--- src/pitc_regs.svh ---
`ifndef PITC_REGS_SVH
`define PITC_REGS_SVH

// register map: one control register per port, fixed stride
`define PITC_NUM_PORTS 5
`define PITC_P1_OFS 8'h10
`define PITC_P2_OFS 8'h20
`define PITC_P3_OFS 8'h30
`define PITC_P4_OFS 8'h40
`define PITC_P5_OFS 8'h50
`define PITC_OFS_LOW_MASK 8'h0F

// control register fields
`define PITC_STORM_BIT 7
`define PITC_DSCP_BIT 6
`define PITC_PCP_BIT 5
`define PITC_PRIO_HI 4
`define PITC_PRIO_LO 3
`define PITC_INS_BIT 2
`define PITC_REM_BIT 1
`define PITC_CTRL_RESET 8'h00
`define PITC_CTRL_WMASK 8'hFE
`define PITC_UNMAPPED_RD 8'h00

`endif

--- src/pitc_pkg.sv ---
package pitc_pkg;

   // per-port control, bit for bit as the register
   typedef struct packed {
      logic storm_en;
      logic dscp_en;
      logic pcp_en;
      logic [1:0] port_prio;
      logic tag_ins;
      logic tag_rem;
      logic rsvd;
   } pitc_cfg_type;

   typedef pitc_cfg_type [4:0] pitc_cfg_arr_type;
   typedef logic [4:0][11:0] pitc_vid_arr_type;

   // ingress classification request
   typedef struct packed {
      logic [2:0] port;
      logic bcast;
      logic pcp_hit;
      logic [1:0] pcp_q;
      logic dscp_hit;
      logic [1:0] dscp_q;
   } pitc_in_pkt_type;

   typedef struct packed {
      logic storm_check;
      logic by_port;
      logic [1:0] queue;
   } pitc_in_res_type;

   // egress tag request
   typedef struct packed {
      logic [2:0] eg_port;
      logic [2:0] in_port;
      logic rx_tagged;
   } pitc_eg_pkt_type;

   typedef struct packed {
      logic ins;
      logic rem;
      logic [11:0] vid;
   } pitc_eg_res_type;

endpackage

--- src/pitc_prio_sel.sv ---
`timescale 1ns/1ps
`default_nettype none
`include "pitc_regs.svh"

module pitc_prio_sel (
   // settings of the ingress port
   input wire pitc_pkg::pitc_cfg_type cfg_i,
   // packet seen by the classifiers
   input wire pitc_pkg::pitc_in_pkt_type pkt_i,
   // decision
   output pitc_pkg::pitc_in_res_type res_o
);
   import pitc_pkg::*;

   logic use_dscp;
   logic use_pcp;

   always_comb begin
      use_dscp = cfg_i.dscp_en & pkt_i.dscp_hit;
      use_pcp = cfg_i.pcp_en & pkt_i.pcp_hit;
      res_o.storm_check = cfg_i.storm_en & pkt_i.bcast;
      res_o.by_port = ~(use_dscp | use_pcp);
      if (use_dscp | use_pcp) begin
         // combined result of both classifiers wins over port priority
         res_o.queue = (use_dscp ? pkt_i.dscp_q : 2'h0)
                     | (use_pcp ? pkt_i.pcp_q : 2'h0);
      end else begin
         res_o.queue = cfg_i.port_prio;
      end
   end

endmodule
`default_nettype wire

--- src/pitc_port_ctrl.sv ---
// Design decision made here: the plain strobed port.
`timescale 1ns/1ps
`default_nettype none
`include "pitc_regs.svh"

module pitc_port_ctrl (
   // clock, reset, enable
   input wire logic CLOCK_I,
   input wire logic RST_N_I,
   input wire logic CE_I,
   // register port
   input wire logic [7:0] REG_ADDR_I,
   input wire logic [7:0] REG_WDATA_I,
   input wire logic REG_WR_I,
   input wire logic REG_RD_I,
   output logic [7:0] REG_RDATA_O,
   // settings seen by the switch core
   output pitc_pkg::pitc_cfg_arr_type PORT_CFG_O,
   // ingress classification
   input wire logic IN_REQ_I,
   input wire pitc_pkg::pitc_in_pkt_type IN_PKT_I,
   output logic IN_DONE_O,
   output pitc_pkg::pitc_in_res_type IN_RES_O,
   // egress tag handling
   input wire logic EG_REQ_I,
   input wire pitc_pkg::pitc_eg_pkt_type EG_PKT_I,
   input wire pitc_pkg::pitc_vid_arr_type PORT_VID_I,
   output logic EG_DONE_O,
   output pitc_pkg::pitc_eg_res_type EG_RES_O
);
   import pitc_pkg::*;

   // address to port index, hit flag in bit 3
   function automatic logic [3:0] addr_port(input logic [7:0] addr);
      logic [7:0] base;
      base = addr & ~`PITC_OFS_LOW_MASK;
      unique case (base)
         `PITC_P1_OFS: addr_port = 4'h8;
         `PITC_P2_OFS: addr_port = 4'h9;
         `PITC_P3_OFS: addr_port = 4'hA;
         `PITC_P4_OFS: addr_port = 4'hB;
         `PITC_P5_OFS: addr_port = 4'hC;
         default: addr_port = 4'h0;
      endcase
      if ((addr & `PITC_OFS_LOW_MASK) != 8'h00) begin
         addr_port = 4'h0;
      end
   endfunction

   // a port number names a real port
   function automatic logic port_ok(input logic [2:0] p);
      port_ok = (p < 3'(`PITC_NUM_PORTS));
   endfunction

   // reset release
   logic rst_meta_ff;
   logic rst_sync_ff;
   logic rst_n;

   always_ff @(posedge CLOCK_I or negedge RST_N_I) begin
      if (!RST_N_I) begin
         rst_meta_ff <= 1'b0;
         rst_sync_ff <= 1'b0;
      end else begin
         rst_meta_ff <= 1'b1;
         rst_sync_ff <= rst_meta_ff;
      end
   end
   assign rst_n = rst_sync_ff;

   // register bank
   pitc_cfg_arr_type cfg_ff;
   logic [3:0] wr_dec;
   logic [3:0] rd_dec;
   logic [7:0] nxt_wval;

   always_comb begin
      wr_dec = addr_port(REG_ADDR_I);
      rd_dec = addr_port(REG_ADDR_I);
      nxt_wval = REG_WDATA_I & `PITC_CTRL_WMASK;
   end

   always_ff @(posedge CLOCK_I or negedge rst_n) begin
      if (!rst_n) begin
         cfg_ff <= {`PITC_NUM_PORTS{`PITC_CTRL_RESET}};
      end else if (CE_I && REG_WR_I && wr_dec[3]) begin
         cfg_ff[wr_dec[2:0]] <= pitc_cfg_type'(nxt_wval);
      end
   end

   // read data, one cycle after the strobe
   logic [7:0] rdata_ff;
   logic [7:0] nxt_rdata;

   always_comb begin
      nxt_rdata = `PITC_UNMAPPED_RD;
      if (rd_dec[3]) begin
         nxt_rdata = 8'(cfg_ff[rd_dec[2:0]]);
      end
   end

   always_ff @(posedge CLOCK_I or negedge rst_n) begin
      if (!rst_n) begin
         rdata_ff <= 8'h00;
      end else if (CE_I) begin
         rdata_ff <= REG_RD_I ? nxt_rdata : 8'h00;
      end
   end
   assign REG_RDATA_O = rdata_ff;
   assign PORT_CFG_O = cfg_ff;

   // ingress classification
   pitc_cfg_type in_cfg;
   pitc_in_res_type in_res;
   pitc_in_res_type in_res_ff;
   logic in_done_ff;

   always_comb begin
      in_cfg = pitc_cfg_type'(`PITC_CTRL_RESET);
      if (port_ok(IN_PKT_I.port)) begin
         in_cfg = cfg_ff[IN_PKT_I.port];
      end
   end

   pitc_prio_sel u_prio_sel (
      .cfg_i(in_cfg),
      .pkt_i(IN_PKT_I),
      .res_o(in_res)
   );

   // settings sampled at the request edge
   always_ff @(posedge CLOCK_I or negedge rst_n) begin
      if (!rst_n) begin
         in_res_ff <= '0;
         in_done_ff <= 1'b0;
      end else if (CE_I) begin
         in_done_ff <= IN_REQ_I;
         if (IN_REQ_I) begin
            in_res_ff <= in_res;
         end
      end
   end
   assign IN_DONE_O = in_done_ff;
   assign IN_RES_O = in_res_ff;

   // egress tag decision
   pitc_cfg_type eg_cfg;
   pitc_eg_res_type eg_res;
   pitc_eg_res_type eg_res_ff;
   logic eg_done_ff;

   always_comb begin
      eg_cfg = pitc_cfg_type'(`PITC_CTRL_RESET);
      if (port_ok(EG_PKT_I.eg_port)) begin
         eg_cfg = cfg_ff[EG_PKT_I.eg_port];
      end
      eg_res.ins = eg_cfg.tag_ins & ~EG_PKT_I.rx_tagged;
      eg_res.rem = eg_cfg.tag_rem & EG_PKT_I.rx_tagged;
      eg_res.vid = 12'h000;
      if (eg_res.ins && port_ok(EG_PKT_I.in_port)) begin
         eg_res.vid = PORT_VID_I[EG_PKT_I.in_port];
      end
   end

   always_ff @(posedge CLOCK_I or negedge rst_n) begin
      if (!rst_n) begin
         eg_res_ff <= '0;
         eg_done_ff <= 1'b0;
      end else if (CE_I) begin
         eg_done_ff <= EG_REQ_I;
         if (EG_REQ_I) begin
            eg_res_ff <= eg_res;
         end
      end
   end
   assign EG_DONE_O = eg_done_ff;
   assign EG_RES_O = eg_res_ff;
endmodule
`default_nettype wire

--- config.mk ---
export PLATFORM = sky130hd
export DESIGN_NAME = pitc_port_ctrl
export DESIGN_NICKNAME = d
export VERILOG_FILES = /design/src/pitc_pkg.sv /design/src/pitc_prio_sel.sv /design/src/pitc_port_ctrl.sv
export VERILOG_INCLUDE_DIRS = /design/src /design/src/src
export SDC_FILE = /design/constraint.sdc
export NUM_CORES = 1
export LEC_CHECK = 0
export ABC_AREA = 1
export BUFFER_PORTS_ARGS = -buffer_cell sky130_fd_sc_hd__buf_2
export CORE_UTILIZATION = 49
export DETAILED_ROUTE_END_ITERATION = 6
export GPL_ROUTABILITY_DRIVEN = 1
export HOLD_SLACK_MARGIN = 0.02
export PLACE_DENSITY = 0.82
export SETUP_SLACK_MARGIN = 0.4
export SLEW_MARGIN = 20
export SYNTH_ARGS = -nofsm -noshare
export SYNTH_HDL_FRONTEND = slang
export SYNTH_SLANG_ARGS = --single-unit
--- constraint.sdc ---
create_clock -name CLOCK_I -period 5.9 [get_ports CLOCK_I]
set_clock_uncertainty 0.15 [all_clocks]
set_input_delay 0.59 -clock CLOCK_I [delete_from_list [all_inputs] [get_ports CLOCK_I]]
set_output_delay 0.59 -clock CLOCK_I [all_outputs]
set_load 0.01 [all_outputs]
==> qor.yml <==
min_to: "rst_n$_DFF_PN0_"
final_cell_area_sq_mm: 0.00501
cp-start-kind: "primary input"
required_ns: 6.02
hold_viol: 0
wl_met3_um: 933
fmax_mhz: 387
power_frac_comb_pct: 16.5
fin_crit_ns: 2.59
power.share.clock_pct: 38.5
vias_per_cell: 5.33
yosys.area.top_type: "dfrtp_1"
syn_to_final_growth_pct: 25.6
total_leakage_power_nw: 2.92
met1_length_um: 4680
ant_nets: 0
synth_flop_cell: "dfrtp_1"
grt_pass1_vias: 4106
grt_overflow: 0
cts-root-buf: "clkbuf_8"
vdd_drop_max_v: 0.000106
synth_edf_count: 0
power_density_mw_per_mm2: 208
rsz0062_at_grt: "no"
post-place-ws_ns: 2.98
hold_depth: 0
grt_usage_pct: 28.8
slew_headroom_pct: 34.7
r2r_slack_ns: 4.22
initial_core_util_pct: 51.0
antenna_found_initial: 0
p_seq_share_pct: 45.0
worstMarginPinSlew_ns: 0.977
timing.final.crit_share_pct: 43.8
clock_latency_ns: 0.35
ctsHoldBuffers: 1
critPathArrivalTime_ns: 2.70
rows: 32
cts.sinks: 64
postPlaceCellArea_sq_mm: 0.00478
hp-start: "rst_meta_ff$_DFF_PN0_"
yosysWarningCount: 0
num_antenna_cells: 0
finalPower_w: 0.00104
routedWlPerCell_um: 14.1
syn_avg_cell_area_sq_um: 7.00
syn_inst: 569
dieArea_sq_mm: 0.00850
yosys.cell_count.top_type: "nand2_1"
sw_frac_of_total_pct: 27.7
finalSetupTns_ns: 0
synth-async-reset-ratio_pct: 100
internal_power_w: 0.000753
io_pins: 168
r2r_end: "EG_RES_O[7]$_DFFE_PN0P_"
die_w_um: 92.2
drc: 0
ys_ff_latch: 64
clkTransAtPathRegs_ns: 0.07
outcome: "complete, no violations"
highest_layer: "met4"
path_class: "primary input to register"
ys_types: 38
numCtsBuffers: 9
die_y_um: 92.2
first_pass_iters: 5
setup_viol: 0
routed-wl-met2_um: 5660
path_max_fanout: 14
final.setup.worst_slack_ns: 3.31
synth_top_area_share_pct: 40.2
synthTopCellsByArea: "dfrtp_1 40%, nand2_1 23%, nand3_1 8.4%, o21ai_0 5.7%, inv_1 2.9%"
port_buffers: 160
endpoint_kind: "register"
grt_max_degree: 63
synth_area_sq_mm: 0.00399
ys_seq_area_share_pct: 40.2
dp_hpwl_um: 8980
core_sq_mm: 0.00781
reg2reg_from: "PORT_CFG_O[26]$_DFFE_PN0P_"
r2r_cells: 6
post_cts_resized: 0
net-switching-power_w: 0.000289
first_iter_violations: 258
nets: 822
hp-class: "register to register"
drt_wl_total_um: 11700
cts_setup_buffers: 0
report.final.slew_viol_count: 0
maxCapViolCount: 0
layout-drive-gt1-share_pct: 28.5
cts.htree.levels: 3
via_count: 4415
gp_congestion: 0.887
cts_buffer_depth: 2
cts_tree: "built"
yosys-top-cells-count: "243 x nand2_1, 67 x nand3_1, 64 x dfrtp_1"
grt_first_pass_wirelength_um: 19200
==> layout make-up <==
cell class,count,area [sq um]
clock buffers,12,165
flip-flops and latches,64,1600
repair buffers,162,818
fillers,732,2800
clock inverters,4,51.3
well taps,102,128
multi-input cells,447,2100
inverters,38,143
==> cells by family (layout without fill, tap and decap cells) <==
group	Yosys count	in the layout	share of synthesized area, %
flip-flops	64	64	40.2
AO/OA/AOI/OAI	70	70	9.95
buffers and inverters	63	216	7.63
other	2	7	0.188
AND/OR/NAND/NOR	370	370	42.0
==> worst max-delay path, cell delays in order <==
cell and delay [ns]:
buf_2 0.13, inv_2 0.10, nand3_4 0.11, o21ai_1 0.13, nand4_1 0.78, and2b_4 0.69, nand2_1 0.08, o21ai_0 0.08
==> worst max path at each step <==
| stage | startpoint | endpoint | slack, ns | depth (start not counted) |
|---|---|---|---|---|
| after CTS | REG_ADDR_I[3] | PORT_CFG_O[34]$_DFFE_PN0P_ | 3.33 | 8 |
| after global routing | REG_ADDR_I[1] | PORT_CFG_O[35]$_DFFE_PN0P_ | 3.14 | 8 |
| final | REG_ADDR_I[5] | PORT_CFG_O[34]$_DFFE_PN0P_ | 3.31 | 8 |
| after floorplan | rst_n$_DFF_PN0_ | EG_DONE_O$_DFFE_PN0P_ | 3.84 | 0 |
| after detailed placement | REG_ADDR_I[3] | PORT_CFG_O[34]$_DFFE_PN0P_ | 2.98 | 7 |
| after global placement | REG_ADDR_I[7] | PORT_CFG_O[34]$_DFFE_PN0P_ | 3.02 | 7 |
==> layout by cell type, fill, tap and decap left out, drive strengths merged <==
master       instances
nor2                30
o221ai               1
dlygate4sd3          1
a31oi                1
o31ai                1
bufinv               1
a21boi               2
nand3               69
nand2              252
dfrtp               64
clkinv               5
conb                 7
o2111ai              1
clkinvlp             1
o22ai                1
clkbuf              12
and2b                1
nor3                 3
nand3b               6
o21ai               50
a22oi                1
inv                 35
buf                161
nand4                9
a21oi               12
==> power groups by stage <==
stage / Sequential [W] / Combinational, W / Clock, W
finish: 0.000469 / 0.000172 / 0.000401
global route: 0.000471 / 0.000194 / 0.000426
CTS: 0.000469 / 0.000172 / 0.000409
detailed placement: 0.000477 / 0.000171 / 0
global placement: 0.000477 / 0.000166 / 0
floorplan: 0.000489 / 0.0000817 / 0
==> routing by layer <==
layer	global-route usage, %	vias up
li1	-	2143
met1	34.9	2010
met2	48.4	225
met3	5.47	37
met4	15.2	0
met5	0	-
==> registers in the layout (all words and copies together) (netlist names) <==
name         count
PORT_CFG_O      35
EG_RES_O        14
REG_RDATA_O      7
IN_RES_O         4
EG_DONE_O        1
IN_DONE_O        1
rst_meta_ff      1
rst_n            1
==> through the flow <==
| step | hold WS [ns] | cells | utilization, % |
|---|---|---|---|
| floorplan | 0.144 | 574 | - |
| global placement | 0.189 | 812 | 61.2 |
| detailed placement | 0.185 | 812 | 61.2 |
| CTS | 0.202 | 829 | 64.1 |
| global route | 0.207 | 829 | 64.1 |
| finish | 0.200 | 829 | 64.1 |
(Power assumes the default switching activity.)
